$ cat src/hdl/serial_rate_pkg.sv
// Constants for the serial rate and control block.
// Assumes a plain register port with one-cycle read latency.
package serial_rate_pkg;
    // Register offsets on the plain register port
    localparam logic [3:0] OFF_CHAR_DATA = 4'h0;
    localparam logic [3:0] OFF_RATE_SELECT = 4'h1;
    localparam logic [3:0] OFF_RX_EXT_DIV = 4'h2;
    localparam logic [3:0] OFF_TX_EXT_DIV = 4'h3;
    localparam logic [3:0] OFF_CONTROL = 4'h4;
    localparam logic [3:0] OFF_STATUS = 4'h5;
    localparam logic [3:0] OFF_IRQ_MASK = 4'h6;
    // Reset values
    localparam logic [7:0] RATE_SELECT_RST = 8'h00;
    localparam logic [7:0] EXT_DIV_RST = 8'h00;
    localparam logic [7:0] STATUS_RST = 8'h03;
    // Field positions of rate_select
    localparam int PRESCALE_LSB = 6;
    localparam int TX_RATE_LSB = 3;
    localparam int RX_RATE_LSB = 0;
    // Control bits
    localparam int CTL_BREAK_BIT = 0;
    localparam int CTL_MUTE_BIT = 1;
    // Status bits
    localparam int ST_TX_EMPTY_BIT = 0;
    localparam int ST_RX_FULL_BIT = 1;
    // Fixed stage ahead of the extended divider
    localparam logic [3:0] SIXTEEN_DIV_TOP = 4'hF;
    // Widest conventional divide: 13 * 128
    localparam int CONV_CNT_W = 11;
    // Character access state
    typedef enum logic [1:0] {
        ACC_IDLE = 2'b00,
        ACC_STATUS_SEEN = 2'b01
    } access_e;
endpackage

$ cat src/hdl/serial_rate_ctl.sv
// Serial rate generators, mute and break control, data holding registers.
// Assumes an outer shift engine that reports load/receive/wake/word events.
//
// Summary of operation
// - Mute bit set by software, cleared on wake
// - Break bit drives break request while set
// - Set-then-clear break sends one break word
// - Data address: writes tx holding, reads rx
// - Prescale code 01/10/11 divides 3/4/13
// - Tx divide factor is two to the code
// - Rx divide factor is two to the code
// - Conventional rate is prescale times path factor
// - Nonzero rx extended value divides sixteen stage
// - Nonzero tx extended value divides sixteen stage
// - Extended dividers reset to zero, unused
// - Extended 35, unity factors gives near 44600 at 25 MHz
// - Tx empty set on load, status-then-write clears
// - Rx full set on receive, status-then-read clears
`timescale 1ns/1ps
module serial_rate_ctl (
    // Clock and reset
    input wire logic i_clock,
    input wire logic i_reset,
    // Register port
    input wire logic [3:0] i_addr,
    input wire logic [7:0] i_wdata,
    input wire logic i_wr,
    input wire logic i_rd,
    output logic [7:0] o_rdata,
    // Shift engine side
    input wire logic i_tx_load,
    input wire logic i_rx_done,
    input wire logic [7:0] i_rx_byte,
    input wire logic i_wake,
    input wire logic i_word_end,
    output logic [7:0] o_tx_byte,
    output logic o_tx_rate_tick,
    output logic o_rx_rate_tick,
    output logic o_break_level,
    output logic o_break_once,
    output logic o_mute,
    // Interrupt
    output logic o_irq
);
    import serial_rate_pkg::*;

    logic [7:0] rate_select_ff;
    logic [7:0] rx_ext_div_ff;
    logic [7:0] tx_ext_div_ff;
    logic [7:0] tx_holding_ff;
    logic [7:0] rx_holding_ff;
    logic [7:0] rdata_ff;
    logic [1:0] status_ff;
    logic [1:0] mask_ff;
    logic mute_ff;
    logic break_ff;
    logic break_pend_ff;
    logic break_once_ff;
    access_e acc_ff;
    logic [CONV_CNT_W-1:0] tx_cnt_ff;
    logic [CONV_CNT_W-1:0] rx_cnt_ff;
    logic [3:0] sixteen_ff;
    logic [7:0] tx_ext_cnt_ff;
    logic [7:0] rx_ext_cnt_ff;
    logic tx_tick_ff;
    logic rx_tick_ff;

    // Prescale factor from the two-bit code
    function automatic logic [3:0] stage_one_factor(input logic [1:0] code);
        case (code)
            2'b01: stage_one_factor = 4'h3;
            2'b10: stage_one_factor = 4'h4;
            2'b11: stage_one_factor = 4'hD;
            default: stage_one_factor = 4'h1;
        endcase
    endfunction

    // Total conventional divide minus one: prescale shifted by path code
    function automatic logic [CONV_CNT_W-1:0] conv_top(input logic [1:0] pre,
                                                       input logic [2:0] code);
        logic [CONV_CNT_W-1:0] total;
        total = CONV_CNT_W'(stage_one_factor(pre)) << code;
        conv_top = total - CONV_CNT_W'(1);
    endfunction

    logic [1:0] pre_sel;
    logic [2:0] tx_sel;
    logic [2:0] rx_sel;
    logic tx_ext_on;
    logic rx_ext_on;
    logic sixteen_wrap;
    logic st_hit;
    logic rd_data;
    logic wr_data;
    assign pre_sel = rate_select_ff[PRESCALE_LSB +: 2];
    assign tx_sel = rate_select_ff[TX_RATE_LSB +: 3];
    assign rx_sel = rate_select_ff[RX_RATE_LSB +: 3];
    assign tx_ext_on = (tx_ext_div_ff != 8'h00);
    assign rx_ext_on = (rx_ext_div_ff != 8'h00);
    assign sixteen_wrap = (sixteen_ff == SIXTEEN_DIV_TOP);
    assign st_hit = (i_addr == OFF_STATUS) && (i_rd || i_wr);
    assign rd_data = i_rd && (i_addr == OFF_CHAR_DATA);
    assign wr_data = i_wr && (i_addr == OFF_CHAR_DATA);

    // Configuration registers
    always_ff @(posedge i_clock) begin
        if (i_reset) begin
            rate_select_ff <= RATE_SELECT_RST;
            rx_ext_div_ff <= EXT_DIV_RST;
            tx_ext_div_ff <= EXT_DIV_RST;
            mask_ff <= 2'h0;
        end else if (i_wr) begin
            case (i_addr)
                OFF_RATE_SELECT: rate_select_ff <= i_wdata;
                OFF_RX_EXT_DIV: rx_ext_div_ff <= i_wdata;
                OFF_TX_EXT_DIV: tx_ext_div_ff <= i_wdata;
                OFF_IRQ_MASK: mask_ff <= i_wdata[1:0];
                default: ;
            endcase
        end
    end

    // Transmit holding register, loaded only by writes
    always_ff @(posedge i_clock) begin
        if (i_reset) begin
            tx_holding_ff <= 8'h00;
        end else if (wr_data) begin
            tx_holding_ff <= i_wdata;
        end
    end

    // Receive holding register, filled from the input shifter
    always_ff @(posedge i_clock) begin
        if (i_reset) begin
            rx_holding_ff <= 8'h00;
        end else if (i_rx_done) begin
            rx_holding_ff <= i_rx_byte;
        end
    end

    // Mute: software write, hardware wake clear wins over a set
    always_ff @(posedge i_clock) begin
        if (i_reset) begin
            mute_ff <= 1'b0;
        end else if (i_wake) begin
            mute_ff <= 1'b0;
        end else if (i_wr && i_addr == OFF_CONTROL) begin
            mute_ff <= i_wdata[CTL_MUTE_BIT];
        end
    end

    // Break level and the one-word break after a set-then-clear
    always_ff @(posedge i_clock) begin
        if (i_reset) begin
            break_ff <= 1'b0;
            break_pend_ff <= 1'b0;
            break_once_ff <= 1'b0;
        end else begin
            if (i_wr && i_addr == OFF_CONTROL) begin
                break_ff <= i_wdata[CTL_BREAK_BIT];
            end
            // A falling edge of the bit arms a single break word
            if (i_wr && i_addr == OFF_CONTROL && break_ff && !i_wdata[CTL_BREAK_BIT]) begin
                break_pend_ff <= 1'b1;
            end else if (break_pend_ff && i_word_end) begin
                break_pend_ff <= 1'b0;
            end
            break_once_ff <= break_pend_ff && i_word_end;
        end
    end

    // Status-access tracking for the clear sequences
    always_ff @(posedge i_clock) begin
        if (i_reset) begin
            acc_ff <= ACC_IDLE;
        end else if (st_hit) begin
            acc_ff <= ACC_STATUS_SEEN;
        end else if (wr_data || rd_data) begin
            acc_ff <= ACC_IDLE;
        end
    end

    // Flags: a hardware set in the clearing cycle wins
    always_ff @(posedge i_clock) begin
        if (i_reset) begin
            status_ff <= STATUS_RST[1:0];
        end else begin
            if (i_tx_load) begin
                status_ff[ST_TX_EMPTY_BIT] <= 1'b1;
            end else if (wr_data && acc_ff == ACC_STATUS_SEEN) begin
                status_ff[ST_TX_EMPTY_BIT] <= 1'b0;
            end
            if (i_rx_done) begin
                status_ff[ST_RX_FULL_BIT] <= 1'b1;
            end else if (rd_data && acc_ff == ACC_STATUS_SEEN) begin
                status_ff[ST_RX_FULL_BIT] <= 1'b0;
            end
        end
    end

    // Conventional dividers, one per path
    always_ff @(posedge i_clock) begin
        if (i_reset) begin
            tx_cnt_ff <= '0;
            rx_cnt_ff <= '0;
        end else begin
            tx_cnt_ff <= (tx_cnt_ff >= conv_top(pre_sel, tx_sel)) ? '0 : tx_cnt_ff + 1'b1;
            rx_cnt_ff <= (rx_cnt_ff >= conv_top(pre_sel, rx_sel)) ? '0 : rx_cnt_ff + 1'b1;
        end
    end

    // Shared divide-by-16 stage feeding both extended dividers
    always_ff @(posedge i_clock) begin
        if (i_reset) begin
            sixteen_ff <= 4'h0;
            tx_ext_cnt_ff <= 8'h00;
            rx_ext_cnt_ff <= 8'h00;
        end else begin
            sixteen_ff <= sixteen_ff + 4'h1;
            if (sixteen_wrap) begin
                tx_ext_cnt_ff <= (tx_ext_cnt_ff + 8'h01 >= tx_ext_div_ff) ? 8'h00
                                 : tx_ext_cnt_ff + 8'h01;
                rx_ext_cnt_ff <= (rx_ext_cnt_ff + 8'h01 >= rx_ext_div_ff) ? 8'h00
                                 : rx_ext_cnt_ff + 8'h01;
            end
        end
    end

    // Rate ticks: extended path overrides conventional when nonzero
    always_ff @(posedge i_clock) begin
        if (i_reset) begin
            tx_tick_ff <= 1'b0;
            rx_tick_ff <= 1'b0;
        end else begin
            tx_tick_ff <= tx_ext_on ? (sixteen_wrap && tx_ext_cnt_ff + 8'h01 >= tx_ext_div_ff)
                                    : (tx_cnt_ff >= conv_top(pre_sel, tx_sel));
            rx_tick_ff <= rx_ext_on ? (sixteen_wrap && rx_ext_cnt_ff + 8'h01 >= rx_ext_div_ff)
                                    : (rx_cnt_ff >= conv_top(pre_sel, rx_sel));
        end
    end

    // Read data one cycle after the strobe; unmapped reads return zero
    always_ff @(posedge i_clock) begin
        if (i_reset) begin
            rdata_ff <= 8'h00;
        end else if (i_rd) begin
            case (i_addr)
                OFF_CHAR_DATA: rdata_ff <= rx_holding_ff;
                OFF_RATE_SELECT: rdata_ff <= rate_select_ff;
                OFF_RX_EXT_DIV: rdata_ff <= rx_ext_div_ff;
                OFF_TX_EXT_DIV: rdata_ff <= tx_ext_div_ff;
                OFF_CONTROL: rdata_ff <= {6'h00, mute_ff, break_ff};
                OFF_STATUS: rdata_ff <= {6'h00, status_ff};
                OFF_IRQ_MASK: rdata_ff <= {6'h00, mask_ff};
                default: rdata_ff <= 8'h00;
            endcase
        end else begin
            rdata_ff <= 8'h00;
        end
    end

    assign o_rdata = rdata_ff;
    assign o_tx_byte = tx_holding_ff;
    assign o_tx_rate_tick = tx_tick_ff;
    assign o_rx_rate_tick = rx_tick_ff;
    assign o_break_level = break_ff;
    assign o_break_once = break_once_ff;
    assign o_mute = mute_ff;
    // Level interrupt while any unmasked flag stands
    assign o_irq = |(status_ff & mask_ff);

    // Checks kept next to the logic they guard
    a_wake_clears_mute: assert property (@(posedge i_clock) disable iff (i_reset)
        i_wake |=> !o_mute) else $error("mute not cleared by wake");
    a_break_follows_bit: assert property (@(posedge i_clock) disable iff (i_reset)
        (i_wr && i_addr == OFF_CONTROL) |=> (o_break_level == $past(i_wdata[CTL_BREAK_BIT])))
        else $error("break level does not follow write");
    a_break_once_word: assert property (@(posedge i_clock) disable iff (i_reset)
        o_break_once |-> $past(i_word_end)) else $error("break word outside word end");
    a_data_write_tx: assert property (@(posedge i_clock) disable iff (i_reset)
        wr_data |=> o_tx_byte == $past(i_wdata)) else $error("tx holding not loaded");
    a_data_read_rx: assert property (@(posedge i_clock) disable iff (i_reset)
        (rd_data && !i_rx_done) |=> o_rdata == $past(rx_holding_ff))
        else $error("data read not rx holding");
    // First edge after release only: the very first edge still sees unreset flops
    a_ext_reset_zero: assert property (@(posedge i_clock)
        (!i_reset && $past(i_reset)) |-> (!tx_ext_on && !rx_ext_on))
        else $error("extended not zero after reset");
    a_tx_empty_set: assert property (@(posedge i_clock) disable iff (i_reset)
        i_tx_load |=> status_ff[ST_TX_EMPTY_BIT]) else $error("tx empty not set");
    a_rx_full_set: assert property (@(posedge i_clock) disable iff (i_reset)
        i_rx_done |=> status_ff[ST_RX_FULL_BIT]) else $error("rx full not set");
    a_conv_unity_tick: assert property (@(posedge i_clock) disable iff (i_reset)
        (!tx_ext_on && pre_sel == 2'b00 && tx_sel == 3'b000) [*3] |-> o_tx_rate_tick)
        else $error("unity divide not every cycle");
    // Leading cycle keeps an extended-path tick from posing as a conventional one
    a_prescale_three: assert property (@(posedge i_clock) disable iff (i_reset)
        (!tx_ext_on && pre_sel == 2'b01 && tx_sel == 3'b000) ##1
        (!tx_ext_on && pre_sel == 2'b01 && tx_sel == 3'b000 && o_tx_rate_tick) ##1
        (pre_sel == 2'b01 && tx_sel == 3'b000 && !tx_ext_on) [*3] |-> o_tx_rate_tick)
        else $error("prescale three period wrong");
    // Software mute write lands unless a wake arrives in the same cycle
    a_mute_write: assert property (@(posedge i_clock) disable iff (i_reset)
        (i_wr && i_addr == OFF_CONTROL && !i_wake) |=> (o_mute == $past(i_wdata[CTL_MUTE_BIT])))
        else $error("mute write not applied");
    // Clearing the break bit arms exactly one break word
    a_break_arm: assert property (@(posedge i_clock) disable iff (i_reset)
        (i_wr && i_addr == OFF_CONTROL && o_break_level && !i_wdata[CTL_BREAK_BIT])
        |=> break_pend_ff) else $error("break word not armed");
    a_break_word_end: assert property (@(posedge i_clock) disable iff (i_reset)
        (break_pend_ff && i_word_end) |=> o_break_once)
        else $error("armed break word not sent");
    // Software clear sequences, when no hardware set competes
    a_tx_empty_clear: assert property (@(posedge i_clock) disable iff (i_reset)
        (wr_data && acc_ff == ACC_STATUS_SEEN && !i_tx_load) |=> !status_ff[ST_TX_EMPTY_BIT])
        else $error("tx empty not cleared");
    a_rx_full_clear: assert property (@(posedge i_clock) disable iff (i_reset)
        (rd_data && acc_ff == ACC_STATUS_SEEN && !i_rx_done) |=> !status_ff[ST_RX_FULL_BIT])
        else $error("rx full not cleared");
    // Receive path at unity factors ticks on every cycle
    a_rx_unity_tick: assert property (@(posedge i_clock) disable iff (i_reset)
        (!rx_ext_on && pre_sel == 2'b00 && rx_sel == 3'b000) [*2] |-> o_rx_rate_tick)
        else $error("rx unity divide not every cycle");
    // A conventional tick above unity is never followed by another at once
    a_tx_no_double: assert property (@(posedge i_clock) disable iff (i_reset)
        (!tx_ext_on && (pre_sel != 2'b00 || tx_sel != 3'b000)) ##1
        (!tx_ext_on && (pre_sel != 2'b00 || tx_sel != 3'b000) && o_tx_rate_tick)
        |=> !o_tx_rate_tick) else $error("tx tick too close");
    a_rx_no_double: assert property (@(posedge i_clock) disable iff (i_reset)
        (!rx_ext_on && (pre_sel != 2'b00 || rx_sel != 3'b000)) ##1
        (!rx_ext_on && (pre_sel != 2'b00 || rx_sel != 3'b000) && o_rx_rate_tick)
        |=> !o_rx_rate_tick) else $error("rx tick too close");
    // Extended ticks only ever follow the last count of the sixteen stage
    a_tx_ext_wrap: assert property (@(posedge i_clock) disable iff (i_reset)
        ($past(tx_ext_on) && sixteen_ff != 4'h0) |-> !o_tx_rate_tick)
        else $error("tx extended tick off the sixteen stage");
    a_rx_ext_wrap: assert property (@(posedge i_clock) disable iff (i_reset)
        ($past(rx_ext_on) && sixteen_ff != 4'h0) |-> !o_rx_rate_tick)
        else $error("rx extended tick off the sixteen stage");
endmodule

$ cat config.mk
export PLATFORM = sky130hd
export DESIGN_NAME = serial_rate_ctl
export DESIGN_NICKNAME = d
export VERILOG_FILES = /design/src/hdl/serial_rate_pkg.sv /design/src/hdl/serial_rate_ctl.sv
export SDC_FILE = /design/constraint.sdc
export NUM_CORES = 1
export LEC_CHECK = 0
export ABC_AREA = 1
export BUFFER_PORTS_ARGS = -buffer_cell sky130_fd_sc_hd__buf_2
export CAP_MARGIN = 0
export CORE_MARGIN = 1
export CORE_UTILIZATION = 65
export DETAILED_ROUTE_END_ITERATION = 7
export PLACE_DENSITY = 0.88
export RECOVER_POWER = 100
export SYNTH_ARGS = -nofsm -noshare
export SYNTH_HDL_FRONTEND = slang
export SYNTH_SLANG_ARGS = --single-unit
$ cat constraint.sdc
create_clock -name i_clock -period 6.8 [get_ports i_clock]
set_clock_uncertainty 0.05 [all_clocks]
set_input_delay 1.36 -clock i_clock [delete_from_list [all_inputs] [get_ports i_clock]]
set_output_delay 1.36 -clock i_clock [all_outputs]
set_load 0.02 [all_outputs]
==> metrics.cfg <==
[power]
combPwrFrac_pct=15.2
intPower_uw=828.9
power_frac_clock_pct=32.2
swShare_pct=30.70
p_sw_uw=367.2
seqPwrFrac_pct=52.6
p_leak_uw=0.002690
ir_drop_uv=124.3
powerDensity_nw_per_um2=189.8

[cells_and_area]
fin_nets=935
ff_latch_area_um2=2022
num-fill-cells=740
area_delta_synth_final_pct=7.032
drive_gt1_share_pct=8.881
multi_input_area_um2=3377
mostFrequentLayoutCells=nand2_1, nor2_1, dfxtp_1, inv_1, a21oi_1
final_util_pct=71.93
diodes=0
mostFrequentLayoutCell=nand2_1

[place]
port_buffers=49
gp_congestion=0.8853
hpwl_um=10330

[route]
viasPerCell=5.842
wl_um=13580
drc=0
ant_nets=0
vias=5696
dr.pass1.iters=6
wl_per_cell_um=13.93
drt_iter0_drc=361

[worst_setup_path]
critPathRequiredTime_ns=7.04
cp_slowest_cell=dfxtp_1
critPathMaxFanout=11
crit_type=register to register
endpoint_kind=register
slowest_delay_ns=0.54
arrival_ns=4.00
crit_chain=clkinvlp_2 -> nand2_1 -> nand2_1 -> nor3_1 -> inv_1 -> ha_1 -> inv_1 -> nor2_1 -> xnor2_1 -> ha_1 -> nand2_1 -> inv_1 -> nor2_1 -> o21ai_0 -> a21oi_1 -> nand3_1 -> nor3_1
critPathLaunchType=register

[flow_run]
maxCapViolCount=0

[timing]
period_share_pct=55.28
rsz0062_at_grt=false
hold_viol_final=0
period_needed_ns=3.759
drv_slew=0
fmax_mhz=266.0
worstMarginPinSlew_ns=1.369
slew_headroom_pct=8.620
tns_ns=0
setup_violations=0

[die]
core_region_area_um2=8763
die_h_um=97.19
row_count=34
die-area_um2=9445
start_util_pct=67.20
die_x_um=97.19
ios=50

[yosys]
syn_avg_cell_area_um2=7.156
seq_area_frac_synth_pct=34.33
syn_inst=823
ys_ff_latch=101
syn-num-nets=896
synth_top_area_share_pct=34.33
synth_area_um2=5889
synth-edff-count=0
async_reset_ff_share_pct=0
ys.flop_type=dfxtp_1
synth_cell_types=48
ys_warn_count=0
post_synth_main_area_contributors=dfxtp_1, ha_1, nand2_1, nor2_1, a21oi_1
post-synth-top-area-cell=dfxtp_1

[clock_tree]
clk_latency_ns=0.38
postCtsSetupBuffers=0
h-tree-depth=3
cts.sinks=101
cts_resized=0
numCtsBuffers=9
cts_hold_buf=0
cts_tree=yes
cts_buffer_depth=2
cts_root_buf=clkbuf_8
clk_pin_slew_worst_paths_ns=0.11

[global_route]
grt_antenna_before_repair=0
grtUsageTotal_pct=29.10
grt_first_pass_wirelength_um=23080
grt_pass1_vias=5445
grt_max_degree=54
grt_overflow=0

[worst_hold_path]
min_path_type=register to register

[status]
status=completed

[power by group through the flow]
stage	Clock (µW)	Combinational, µW	Sequential (µW)
after detailed placement	0	182	643
after CTS	387	184	629
final	385	182	629
after floorplan	0	133	643
after global placement	0	172	641
after global routing	414	208	632
[flip-flops by register name (all words and copies together), names as in the netlist, 4 cells and up]
register and cells:
rate_select_ff 8, tx_cnt_ff 11, o_tx_byte 8, tx_ext_div_ff 8
rx_cnt_ff 11, rx_ext_cnt_ff 8, o_rdata 8, rx_holding_ff 8
sixteen_ff 4, tx_ext_cnt_ff 8, rx_ext_div_ff 8
[synth_stat cells, types with 8 or more instances]
| cell type | n |
|---|---|
| o22ai_1 | 12 |
| a21oi_1 | 70 |
| nand3_1 | 58 |
| buf_2 | 8 |
| dfxtp_1 | 101 |
| nor2_2 | 8 |
| nand2_1 | 145 |
| nor2_1 | 102 |
| inv_1 | 82 |
| xor2_1 | 19 |
| o21ai_0 | 53 |
| nor3_1 | 13 |
| ha_1 | 45 |
| nand4_1 | 26 |
[metal layers]
metal | vias to the layer above | global-route usage [%] | wire length [µm]
met5 | - | 0 | 0
met4 | 0 | 12.17 | 374
met3 | 40 | 5.396 | 738
met2 | 232 | 52.49 | 6830
met1 | 2596 | 33.56 | 5634
li1 | 2828 | - | -
[stage by stage]
step	hold slack [ns]	instance area (µm²)	std cells	setup slack [ns]	total power, µW
after floorplan	0.3597	5889	823	4.176	775.8
after global placement	0.3801	6155	959	3.721	813.7
after detailed placement	0.3860	6155	959	3.512	825.1
after CTS	0.4029	6355	975	3.470	1200
after global routing	0.4351	6304	975	2.600	1254
final	0.4065	6304	975	3.041	1196
[critical path: cells and delay by family (launching register included)]
kind	cells	cell delay, ns
buffers and inverters	4	0.62
AND/OR/NAND/NOR	8	1.50
adder cells (fa/ha/maj)	2	0.54
AO/OA/AOI/OAI	2	0.32
flip-flops	1	0.54
XOR/XNOR	1	0.13
[worst paths after layout]
| check | depth (start not counted) | endpoint | slack [ns] | start |
|---|---|---|---|---|
| worst min-delay path | 2 | o_break_once$_SDFF_PP0_ | 0.41 | break_pend_ff$_SDFFE_PP0P_ |
| worst min register to register | 2 | o_break_once$_SDFF_PP0_ | 0.41 | break_pend_ff$_SDFFE_PP0P_ |
| worst max register to register | 17 | rx_cnt_ff[2]$_SDFF_PP0_ | 3.04 | rate_select_ff[6]$_SDFFE_PP0P_ |
| worst max-delay path | 17 | rx_cnt_ff[2]$_SDFF_PP0_ | 3.04 | rate_select_ff[6]$_SDFFE_PP0P_ |
[area by class of cell]
| class | instances | area share [%] |
|---|---|---|
| inverter | 92 | 5.617 |
| clock inverter | 6 | 0.9925 |
| timing repair buffer | 49 | 3.414 |
| clock buffer | 10 | 2.183 |
| tap | 108 | 2.144 |
| multi-input combinational | 609 | 53.57 |
| sequential | 101 | 32.08 |
[cell families (layout without fill, tap and decap cells)]
family,Yosys count,after routing,synth area share (%)
buffers and inverters,113,157,8.073
AOI/OAI and AO/OA,156,156,14.74
and+or+nand+nor,382,382,29.40
muxes,1,1,0.1700
adders and majority gates,45,45,9.560
xor gates and xnor gates,25,25,3.718
DFF,101,101,34.33
Note: power is estimated with default switching activity, not from simulation.
